--- src/jrp_defines.vh ---
// Constants for the test-port reset, mode latch and identification block.
`ifndef JRP_DEFINES_VH
`define JRP_DEFINES_VH

// -----------------------------------------------------------------------------
// Register map
// -----------------------------------------------------------------------------
`define JRP_ADDR_W          32
`define JRP_CHIP_ID_ADDR    32'h01c40028
`define JRP_MODE_ADDR       32'h01c4002c
`define JRP_RDATA_ZERO      32'h00000000

// -----------------------------------------------------------------------------
// Identification layout
// -----------------------------------------------------------------------------
`define JRP_REV_MSB         31
`define JRP_REV_LSB         28
`define JRP_PART_MSB        27
`define JRP_PART_LSB        0
// Arbitrary neutral values, not those of any real part.
`define JRP_REV_DEFAULT     4'h1
`define JRP_PART_DEFAULT    28'h5a5a001
`define JRP_PART_RESET      28'h0000001

// -----------------------------------------------------------------------------
// Tap states (four-bit binary) and instructions
// -----------------------------------------------------------------------------
`define JRP_TLR             4'h0
`define JRP_RTI             4'h1
`define JRP_SEL_DR          4'h2
`define JRP_CAP_DR          4'h3
`define JRP_SH_DR           4'h4
`define JRP_EX1_DR          4'h5
`define JRP_PA_DR           4'h6
`define JRP_EX2_DR          4'h7
`define JRP_UP_DR           4'h8
`define JRP_SEL_IR          4'h9
`define JRP_CAP_IR          4'ha
`define JRP_SH_IR           4'hb
`define JRP_EX1_IR          4'hc
`define JRP_PA_IR           4'hd
`define JRP_EX2_IR          4'he
`define JRP_UP_IR           4'hf

`define JRP_IR_W            4
`define JRP_IR_IDCODE       4'h1
`define JRP_IR_BYPASS       4'hf
`define JRP_IR_CAPTURE      4'h1
`define JRP_MODE_BSCAN      2'h0

`endif

--- src/jrp_top.v ---
// Test access port with reset handling, mode-select latch and identification register.
//
// Added by the designer: the APB register port.
`timescale 1ns/1ps
`include "jrp_defines.vh"

module jrp_top (
    input  wire        pclk,                 // Bus clock, 25 MHz.
    input  wire        presetn,              // Asynchronous reset, active low.
    input  wire        sys_rst_n,            // Device system reset, active low.
    input  wire [3:0]  silicon_rev,          // Revision strap.
    input  wire        psel,                 // APB select.
    input  wire        penable,              // APB enable.
    input  wire        pwrite,               // APB direction.
    input  wire [31:0] paddr,                // APB byte address.
    input  wire [31:0] pwdata,               // APB write data, ignored.
    output reg  [31:0] prdata,               // APB read data.
    output reg         pready,               // APB ready.
    output reg         pslverr,              // APB error.
    input  wire        tck,                  // Test clock pin.
    input  wire        tms,                  // Test mode select pin.
    input  wire        tdi,                  // Test data in pin.
    input  wire        trst_n,               // Test reset pin, low asserted.
    input  wire        trst_n_driven,        // High while the pin is driven at all.
    input  wire [1:0]  debug_mode_select_pins, // Debug mode-select pins.
    output reg         tdo,                  // Test data out.
    output reg         tdo_oe,               // Test data out enable.
    output reg         tap_in_reset,         // Tap and emulation logic held in reset.
    output reg  [1:0]  debug_mode_reg,       // Latched mode pins.
    output reg         emulation_mode        // High for emulation, low for scan.
);

// -----------------------------------------------------------------------------
// Synchronisers
// -----------------------------------------------------------------------------
    // An undriven pin reads as asserted, as an internal pull-down would give.
    wire trst_pin_n = trst_n_driven & trst_n;

    reg [2:0] tck_s_reg;
    reg [1:0] tms_s_reg;
    reg [1:0] tdi_s_reg;
    reg [1:0] trst_s_reg;
    reg [1:0] srst_s_reg;
    reg [1:0] mode_a_reg;
    reg [1:0] mode_b_reg;
    reg [3:0] rev_a_reg;
    reg [3:0] rev_b_reg;

    always @(posedge pclk or negedge presetn) begin
        if (!presetn) begin
            // The link clock idles high; starting high avoids a false rise after reset.
            tck_s_reg  <= 3'h7;
            tms_s_reg  <= 2'h3;
            tdi_s_reg  <= 2'h3;
            trst_s_reg <= 2'h0;
            srst_s_reg <= 2'h0;
            mode_a_reg <= 2'h0;
            mode_b_reg <= 2'h0;
            rev_a_reg  <= 4'h0;
            rev_b_reg  <= 4'h0;
        end else begin
            tck_s_reg  <= {tck_s_reg[1:0], tck};
            tms_s_reg  <= {tms_s_reg[0], tms};
            tdi_s_reg  <= {tdi_s_reg[0], tdi};
            trst_s_reg <= {trst_s_reg[0], trst_pin_n};
            srst_s_reg <= {srst_s_reg[0], sys_rst_n};
            mode_a_reg <= debug_mode_select_pins;
            mode_b_reg <= mode_a_reg;
            rev_a_reg  <= silicon_rev;
            rev_b_reg  <= rev_a_reg;
        end
    end

    wire tck_rise = tck_s_reg[1] & ~tck_s_reg[2];
    wire tck_fall = ~tck_s_reg[1] & tck_s_reg[2];
    wire tms_v    = tms_s_reg[1];
    wire tdi_v    = tdi_s_reg[1];
    wire trst_v_n = trst_s_reg[1];
    wire sys_up   = srst_s_reg[1];

// -----------------------------------------------------------------------------
// Test reset sampled on test clock, and mode latch
// -----------------------------------------------------------------------------
    reg       trst_tck_n_reg;
    reg       latch_armed_reg;
    reg [3:0] state_reg;
    reg [3:0] state_next;
    reg [`JRP_IR_W-1:0] ir_reg;
    reg [`JRP_IR_W-1:0] ir_sh_reg;
    reg [31:0] dr_sh_reg;
    reg [31:0] id_live;

    // Clock-to-clock sampling of the test reset means a reset with no test clock
    // running is not seen; the system must keep the test clock going.
    always @(posedge pclk or negedge presetn) begin
        if (!presetn) begin
            trst_tck_n_reg  <= 1'b0;
            latch_armed_reg <= 1'b0;
            debug_mode_reg  <= `JRP_MODE_BSCAN;
            emulation_mode  <= 1'b0;
            tap_in_reset    <= 1'b1;
        end else begin
            if (tck_rise) begin
                trst_tck_n_reg <= trst_v_n;
            end
            tap_in_reset <= ~trst_tck_n_reg;
            // Arm only while system is out of reset and test reset is asserted.
            if (!sys_up) begin
                latch_armed_reg <= 1'b0;
            end else if (!trst_tck_n_reg) begin
                latch_armed_reg <= 1'b1;
            end
            if (tck_rise && sys_up && latch_armed_reg && !trst_tck_n_reg && trst_v_n) begin
                debug_mode_reg  <= mode_b_reg;
                emulation_mode  <= (mode_b_reg != `JRP_MODE_BSCAN);
                latch_armed_reg <= 1'b0;
            end
        end
    end

// -----------------------------------------------------------------------------
// Identification value
// -----------------------------------------------------------------------------
    // The part field is only trusted once the system reset is gone.
    always @* begin
        id_live = {rev_b_reg, `JRP_PART_DEFAULT};
        if (!sys_up) begin
            id_live[`JRP_PART_MSB:`JRP_PART_LSB] = `JRP_PART_RESET;
        end
    end

    // Decides whether the data path carries the identification word or the bypass bit.
    function is_idcode;
        input [`JRP_IR_W-1:0] ir;
        begin
            is_idcode = (ir == `JRP_IR_IDCODE);
        end
    endfunction

// -----------------------------------------------------------------------------
// Tap state machine
// -----------------------------------------------------------------------------
    always @* begin
        case (state_reg)
            `JRP_TLR:    state_next = tms_v ? `JRP_TLR    : `JRP_RTI;
            `JRP_RTI:    state_next = tms_v ? `JRP_SEL_DR : `JRP_RTI;
            `JRP_SEL_DR: state_next = tms_v ? `JRP_SEL_IR : `JRP_CAP_DR;
            `JRP_CAP_DR: state_next = tms_v ? `JRP_EX1_DR : `JRP_SH_DR;
            `JRP_SH_DR:  state_next = tms_v ? `JRP_EX1_DR : `JRP_SH_DR;
            `JRP_EX1_DR: state_next = tms_v ? `JRP_UP_DR  : `JRP_PA_DR;
            `JRP_PA_DR:  state_next = tms_v ? `JRP_EX2_DR : `JRP_PA_DR;
            `JRP_EX2_DR: state_next = tms_v ? `JRP_UP_DR  : `JRP_SH_DR;
            `JRP_UP_DR:  state_next = tms_v ? `JRP_SEL_DR : `JRP_RTI;
            `JRP_SEL_IR: state_next = tms_v ? `JRP_TLR    : `JRP_CAP_IR;
            `JRP_CAP_IR: state_next = tms_v ? `JRP_EX1_IR : `JRP_SH_IR;
            `JRP_SH_IR:  state_next = tms_v ? `JRP_EX1_IR : `JRP_SH_IR;
            `JRP_EX1_IR: state_next = tms_v ? `JRP_UP_IR  : `JRP_PA_IR;
            `JRP_PA_IR:  state_next = tms_v ? `JRP_EX2_IR : `JRP_PA_IR;
            `JRP_EX2_IR: state_next = tms_v ? `JRP_UP_IR  : `JRP_SH_IR;
            `JRP_UP_IR:  state_next = tms_v ? `JRP_SEL_DR : `JRP_RTI;
            default:     state_next = `JRP_TLR;
        endcase
    end

    always @(posedge pclk or negedge presetn) begin
        if (!presetn) begin
            state_reg <= `JRP_TLR;
            ir_reg    <= `JRP_IR_IDCODE;
            ir_sh_reg <= `JRP_IR_CAPTURE;
            dr_sh_reg <= `JRP_RDATA_ZERO;
            tdo       <= 1'b0;
            tdo_oe    <= 1'b0;
        end else if (!trst_tck_n_reg) begin
            state_reg <= `JRP_TLR;
            ir_reg    <= `JRP_IR_IDCODE;
            tdo_oe    <= 1'b0;
        end else if (tck_rise) begin
            state_reg <= state_next;
            case (state_reg)
                `JRP_TLR:    ir_reg    <= `JRP_IR_IDCODE;
                `JRP_CAP_IR: ir_sh_reg <= `JRP_IR_CAPTURE;
                `JRP_SH_IR:  ir_sh_reg <= {tdi_v, ir_sh_reg[`JRP_IR_W-1:1]};
                `JRP_UP_IR:  ir_reg    <= ir_sh_reg;
                `JRP_CAP_DR: dr_sh_reg <= is_idcode(ir_reg) ? id_live
                                                                      : `JRP_RDATA_ZERO;
                `JRP_SH_DR: begin
                    if (is_idcode(ir_reg)) begin
                        dr_sh_reg <= {tdi_v, dr_sh_reg[31:1]};
                    end else begin
                        dr_sh_reg <= {31'h00000000, tdi_v};
                    end
                end
                default: ;
            endcase
        end else if (tck_fall) begin
            tdo_oe <= (state_reg == `JRP_SH_DR) || (state_reg == `JRP_SH_IR);
            tdo    <= (state_reg == `JRP_SH_IR) ? ir_sh_reg[0] : dr_sh_reg[0];
        end
    end

// -----------------------------------------------------------------------------
// APB slave
// -----------------------------------------------------------------------------
    // One wait-free access: answers in the first access cycle. Writes are errors.
    always @(posedge pclk or negedge presetn) begin
        if (!presetn) begin
            prdata  <= `JRP_RDATA_ZERO;
            pready  <= 1'b0;
            pslverr <= 1'b0;
        end else begin
            pready  <= psel & ~penable;
            pslverr <= 1'b0;
            prdata  <= `JRP_RDATA_ZERO;
            if (psel && !penable) begin
                if (pwrite) begin
                    pslverr <= 1'b1;
                end else if (paddr == `JRP_CHIP_ID_ADDR) begin
                    prdata <= id_live;
                end else if (paddr == `JRP_MODE_ADDR) begin
                    prdata <= {28'h0000000, tap_in_reset, emulation_mode, debug_mode_reg};
                end else begin
                    pslverr <= 1'b1;
                end
            end
        end
    end

endmodule

--- config.mk ---
export PLATFORM = sky130hd
export DESIGN_NAME = jrp_top
export DESIGN_NICKNAME = d
export VERILOG_FILES = /design/src/jrp_top.v
export VERILOG_INCLUDE_DIRS = /design/src /design/src/src
export SDC_FILE = /design/constraint.sdc
export NUM_CORES = 1
export LEC_CHECK = 0
export BUFFER_PORTS_ARGS = -buffer_cell sky130_fd_sc_hd__buf_4
export CAP_MARGIN = 20
export CORE_ASPECT_RATIO = 1.25
export CORE_MARGIN = 2
export CORE_UTILIZATION = 45
export CTS_CLUSTER_DIAMETER = 200
export DETAILED_ROUTE_END_ITERATION = 10
export GPL_TIMING_DRIVEN = 0
export PLACE_DENSITY = 0.75
export SETUP_SLACK_MARGIN = 0.4
export SYNTH_ARGS = -nofsm -noshare
export SYNTH_HDL_FRONTEND = slang
export SYNTH_SLANG_ARGS = --single-unit
--- constraint.sdc ---
create_clock -name pclk -period 1.8 [get_ports pclk]
set_input_delay 0.36 -clock pclk [delete_from_list [all_inputs] [get_ports pclk]]
set_output_delay 0.36 -clock pclk [all_outputs]
set_load 0.01 [all_outputs]
==> results of run 1 <==
cells in the mapped netlist, types with 6 or more instances:
library cell / n / area share (%)
nor4b_1: 6 / 1.4
clkbuf_1: 14 / 1.4
and3_1: 7 / 1.2
buf_4: 23 / 4.6
nor3_1: 6 / 0.80
dfrtp_1: 76 / 51
a21oi_1: 16 / 2.1
nor2_1: 11 / 1.1
dfstp_2: 10 / 7.0
nand4_1: 6 / 1.0
o31ai_2: 9 / 3.0
nor2b_1: 11 / 1.8
nand2_1: 65 / 6.5
o21ai_0: 30 / 4.0
layer usage:
layer  part of all wire, %  up-vias
li1                      -     1440
met1                    41     1426
met5                     0        -
met2                    52       84
met3                   5.4       12
met4                   1.5        0
cell families after synthesis:
group           share of synthesized area, %
mux                                     1.93
flops                                   57.7
simple gates                            18.7
compound gates                          13.8
buf+inv                                 7.77
other cells                           0.0999
power by group:
group | total, mW | switching [mW] | internal (mW)
clock | 1.47 | 0.655 | 0.816
combinational | 0.369 | 0.175 | 0.194
sequential | 2.04 | 0.0378 | 2.00
timing repair:
| action | in CTS | in global routing |
|---|---|---|
| endpoints found under the setup margin | 58 | 59 |
| gates cloned | 1 | 0 |
| hold buffers | 0 | 1 |
| resized for setup | 46 | 43 |
| pin swaps | 3 | 10 |
| setup buffers | 9 | 9 |
| endpoints found under the hold margin | 0 | 9 |
worst paths after layout:
path / slack (ps) / from / endpoint / cells past startpoint
max: 70 / state_reg[0] / dr_sh_reg[21] / 6
min: 100 / tck / tck_s_reg[0] / 1
max reg2reg: 70 / state_reg[0] / dr_sh_reg[21] / 6
min reg2reg: 350 / rev_a_reg[0] / rev_b_reg[0] / 0
max in group asynchronous: 800 / presetn / ir_reg[0] / 3
min in group asynchronous: 390 / presetn / mode_a_reg[1] / 2
metrics by stage:
step | cells | worst slack, ps | power [mW]
finish | 577 | 66.5 | 3.88
global route | 577 | 35.7 | 4.05
CTS | 566 | 69.6 | 3.90
detailed placement | 540 | -104 | 2.41
global placement | 540 | -60.7 | 2.41
floorplan | 371 | 143 | 2.22
area by class of cell:
| class | count | area share (%) |
|---|---|---|
| Sequential cell | 86 | 41.7 |
| Timing Repair Buffer | 93 | 14.7 |
| Buffer | 46 | 8.28 |
| Clock inverter | 4 | 1.35 |
| Clock buffer | 12 | 2.79 |
| Multi-Input combinational cell | 236 | 28.6 |
| Inverter | 3 | 0.289 |
| Tap cell | 97 | 2.33 |
==> flow_metrics.env, run 1 <==
export IMPL_cts_tree="yes"
export IMPL_cp_data_arrival_time_ps=2000
export IMPL_first_pass_iters=5
export IMPL_post_dp_hpwl_mm=5.50
export IMPL_final_common_cell="buf_4"
export IMPL_clockRootBuffer="clkbuf_8"
export IMPL_multi_input_area_um2=1490
export IMPL_ys_ff_latch=86
export IMPL_max_cap_violations=0
export IMPL_clk_pin_slew_ps=90
export IMPL_cts_buffers=9
export IMPL_netlist_area_um2=3750
export IMPL_whs_ps=98.2
export IMPL_setup_viol=0
export IMPL_power_density_nw_per_um2=746
export IMPL_track_usage_pct=18.9
export IMPL_largest_reg_flops=32
export IMPL_timing_fmax_mhz=577
export IMPL_dieArea_um2=9090
export IMPL_status="complete, no violations"
export IMPL_synthArstFlopShare_pct=100
export IMPL_avgSynthCellArea_um2=10.5
export IMPL_wl_mm=8.23
export IMPL_synth_distinct_cells=46
export IMPL_drc=0
export IMPL_finalCriticalPeriod_ps=1730
export IMPL_die_w_um=85.7
export IMPL_rsz0062_at_grt="yes"
export IMPL_n_fill_cell=640
export IMPL_grt_busiest_layer="met2"
export IMPL_io_pins=121
export IMPL_grt_overflow=0
export IMPL_antenna_found_initial=0
export IMPL_grt_pass1_vias=2905
export IMPL_use_met2_pct=31.8
export IMPL_rows=37
export IMPL_path_cells="buf_2 -> nand3b_1 -> a2111o_1 -> buf_6 -> buf_8 -> o31ai_2"
export IMPL_drt_initial_drc_count=195
export IMPL_hold_viol=0
export IMPL_cts_max_path_buffers=2
export IMPL_critPathMaxStageDelay_ps=430
export IMPL_critPathSlowestCell="a2111o_1"
export IMPL_insertion_delay_ps=360
export IMPL_clock_skew_final_ps=12.4
export IMPL_via_per_inst=5.13
export IMPL_syn_to_final_growth_pct=38.5
export IMPL_vdd_drop_max_uv=495
export IMPL_use_met3_pct=4.58
export IMPL_final_cell_area_um2=5200
export IMPL_synth_edf_count=0
export IMPL_grt_max_degree=87
export IMPL_dpl_cell_area_um2=4540
export IMPL_slew_viol_final=0
export IMPL_avgRoutedWirePerCell_um=14.3
export IMPL_drive_above_1_share_pct=41.7
export IMPL_die_h_um=106
export IMPL_grt_pass1_wl_mm=13.5
export IMPL_cp_max_fo=10
export IMPL_cp_end_kind="flop"
export IMPL_num_vias=2962
export IMPL_fin_util_pct=63.8
export IMPL_ys_warnings_count=0
export IMPL_yosysSeqAreaShare_pct=57.7
export IMPL_diodes=0
export IMPL_cp_top_family="compound AO/OA/AOI/OAI gates"
export IMPL_coreArea_um2=8150
export IMPL_cts_htree_levels=3
export IMPL_start_util_pct=46.1
export IMPL_grtUsageMet1_pct=23.9
export IMPL_synth_main_ff_cell="dfrtp_1"
export IMPL_critPathRequiredTime_ps=2070
export IMPL_io_buffers=72
export IMPL_regArea_um2=2170
export IMPL_synthesis_instances=356
export IMPL_gp_congestion=0.866
export IMPL_leakage_nw=2.41
export IMPL_critPathKind="flop to flop"
export IMPL_finalSetupTns_ps=0
export IMPL_cts_num_sinks=86
export IMPL_final_cell_mix="97 x buf_4, 74 x dfrtp_1, 63 x nand2_1, 22 x buf_6, 18 x o21ai_1"
export IMPL_final_period_utilization_pct=96.3
export IMPL_critPathLaunchType="flop"
export IMPL_holdCritPathClass="primary input to flop"
export IMPL_critPathBufInv=3
export IMPL_finalNetCount=556
export IMPL_drtAntennaViolNets=0
No activity file was read; power rests on OpenSTA's default activity.
==> inputs of run 2 (changes only) <==
PLACE_DENSITY = unset   (was 0.75)
PLACE_DENSITY_LB_ADDON = 0.25   (was unset)
==> run 2 against run 1 <==
- non-clock buffer count down 4
- sequential cell count did not move
- sequential power is essentially flat
- largest power group unchanged
- critical endpoint is now dr_sh_reg[23]
- final cell count down 0.69%
==> flow_metrics.env, run 2 (synthesized netlist as in run 1, its figures left out) <==
export IMPL_gp_congestion=0.809
export IMPL_finalNetCount=552
export IMPL_cp_end_kind="flop"
export IMPL_status="complete, no violations"
export IMPL_n_fill_cell=645
export IMPL_vdd_drop_max_uv=507
export IMPL_die_h_um=106
export IMPL_regArea_um2=2170
export IMPL_cts_tree="yes"
export IMPL_critPathSlowestCell="dfrtp_2"
export IMPL_critPathLaunchType="flop"
export IMPL_cts_htree_levels=3
export IMPL_power_density_nw_per_um2=748
export IMPL_critPathMaxStageDelay_ps=410
export IMPL_clock_skew_final_ps=6.92
export IMPL_syn_to_final_growth_pct=38.6
export IMPL_diodes=0
export IMPL_grtUsageMet1_pct=23.5
export IMPL_drc=0
export IMPL_rsz0062_at_grt="yes"
export IMPL_multi_input_area_um2=1490
export IMPL_max_cap_violations=0
export IMPL_cts_max_path_buffers=2
export IMPL_track_usage_pct=19.7
export IMPL_grt_pass1_vias=3028
export IMPL_timing_fmax_mhz=568
export IMPL_critPathKind="flop to flop"
export IMPL_drt_initial_drc_count=185
export IMPL_rows=37
export IMPL_clockRootBuffer="clkbuf_8"
export IMPL_grt_busiest_layer="met2"
export IMPL_power_mw=3.89
export IMPL_slew_viol_final=0
export IMPL_insertion_delay_ps=360
export IMPL_via_per_inst=5.28
export IMPL_use_met3_pct=4.19
export IMPL_whs_ps=99.2
export IMPL_grt_pass1_wl_mm=14.0
export IMPL_drive_above_1_share_pct=42.2
export IMPL_first_pass_iters=4
export IMPL_critPathRequiredTime_ps=2070
export IMPL_num_vias=3023
export IMPL_start_util_pct=46.1
export IMPL_cts_buffers=9
export IMPL_grt_max_degree=87
export IMPL_cp_max_fo=10
export IMPL_finalCriticalPeriod_ps=1760
export IMPL_fin_util_pct=63.9
export IMPL_antenna_found_initial=0
export IMPL_use_met2_pct=33.0
export IMPL_instances_no_fill=573
export IMPL_final_cell_mix="88 x buf_4, 74 x dfrtp_1, 62 x nand2_1, 29 x buf_6, 23 x o21ai_1"
export IMPL_avgRoutedWirePerCell_um=15.0
export IMPL_finalSetupTns_ps=0
export IMPL_post_dp_hpwl_mm=5.52
export IMPL_setup_viol=0
export IMPL_holdCritPathClass="primary input to flop"
export IMPL_coreArea_um2=8150
export IMPL_cp_data_arrival_time_ps=2030
export IMPL_dieArea_um2=9090
export IMPL_cts_num_sinks=86
export IMPL_hold_viol=0
export IMPL_final_common_cell="buf_4"
export IMPL_clk_pin_slew_ps=90
export IMPL_wl_mm=8.60
export IMPL_largest_reg_flops=32
export IMPL_grt_overflow=0
export IMPL_path_cells="or3b_1 -> a2111o_1 -> buf_6 -> buf_12 -> o31ai_2"
export IMPL_io_pins=121
export IMPL_leakage_nw=2.39
export IMPL_drtAntennaViolNets=0
export IMPL_dp_cells=540
export IMPL_final_period_utilization_pct=97.8
export IMPL_io_buffers=72
export IMPL_die_w_um=85.7
[run 2: cell types whose count changed in the layout (fill, tap and decap cells not counted), sizes merged]
cell and change:
buf -5, bufinv -1, clkbuf +1, inv +1
[run 2: final timing paths]
check                                   start  slack, ps  depth (start not counted)       endpoint
worst max-delay path             state_reg[2]         40                          5  dr_sh_reg[23]
worst min-delay path                      tms        100                          1   tms_s_reg[0]
worst max register to register   state_reg[2]         40                          5  dr_sh_reg[23]
worst min register to register  trst_s_reg[0]        350                          0  trst_s_reg[1]
max in group asynchronous             presetn        760                          3   tck_s_reg[1]
min in group asynchronous             presetn        400                          2  trst_s_reg[0]
[run 2: what timing repair did]
item | 4_1_cts | 5_1_grt
pin swaps | 11 | 17
setup endpoints to repair | 57 | 57
resized for setup | 58 | 48
buffers inserted | 10 | 5
hold endpoints to repair | 0 | 13
hold buffers | 0 | 1
[run 2: report_power, final]
group / switching [mW] / internal, mW
logic: 0.186 / 0.212
registers: 0.0389 / 2.00
clock network: 0.692 / 0.760
[run 2: metrics by stage]
stage | cell area, um^2 | worst slack (ps)
after floorplan | 3880 | 143
after global placement | 4540 | -117
after detailed placement | 4540 | -152
after CTS | 5010 | 49.6
after global routing | 5200 | -38.0
final | 5200 | 39.2
[run 2: layer usage]
metal  vias up  part of all wire, %  wire length (um)
met2       100                   53              4520
met4         0                  2.6               225
met5         -                    0                 0
met3        18                  5.2               450
met1      1469                   40              3410
li1       1436                    -                 -
[run 2: worst max-delay path: cells and delay by family (launching register included)]
kind,cells,cell delay (ps)
buffers and inverters,2,310
and+or+nand+nor,1,370
AOI/OAI and AO/OA,2,570
DFF,1,410
[run 2: final cells by class]
| type | count | share of cell area, % |
|---|---|---|
| flip-flops and latches | 86 | 41.7 |
| multi-input cells | 236 | 28.6 |
| repair buffers | 89 | 14.4 |
| plain buffers | 46 | 8.49 |
| clock buffers | 12 | 3.17 |
| well taps | 97 | 2.33 |
| clock inverters | 4 | 1.01 |
| inverters | 3 | 0.289 |
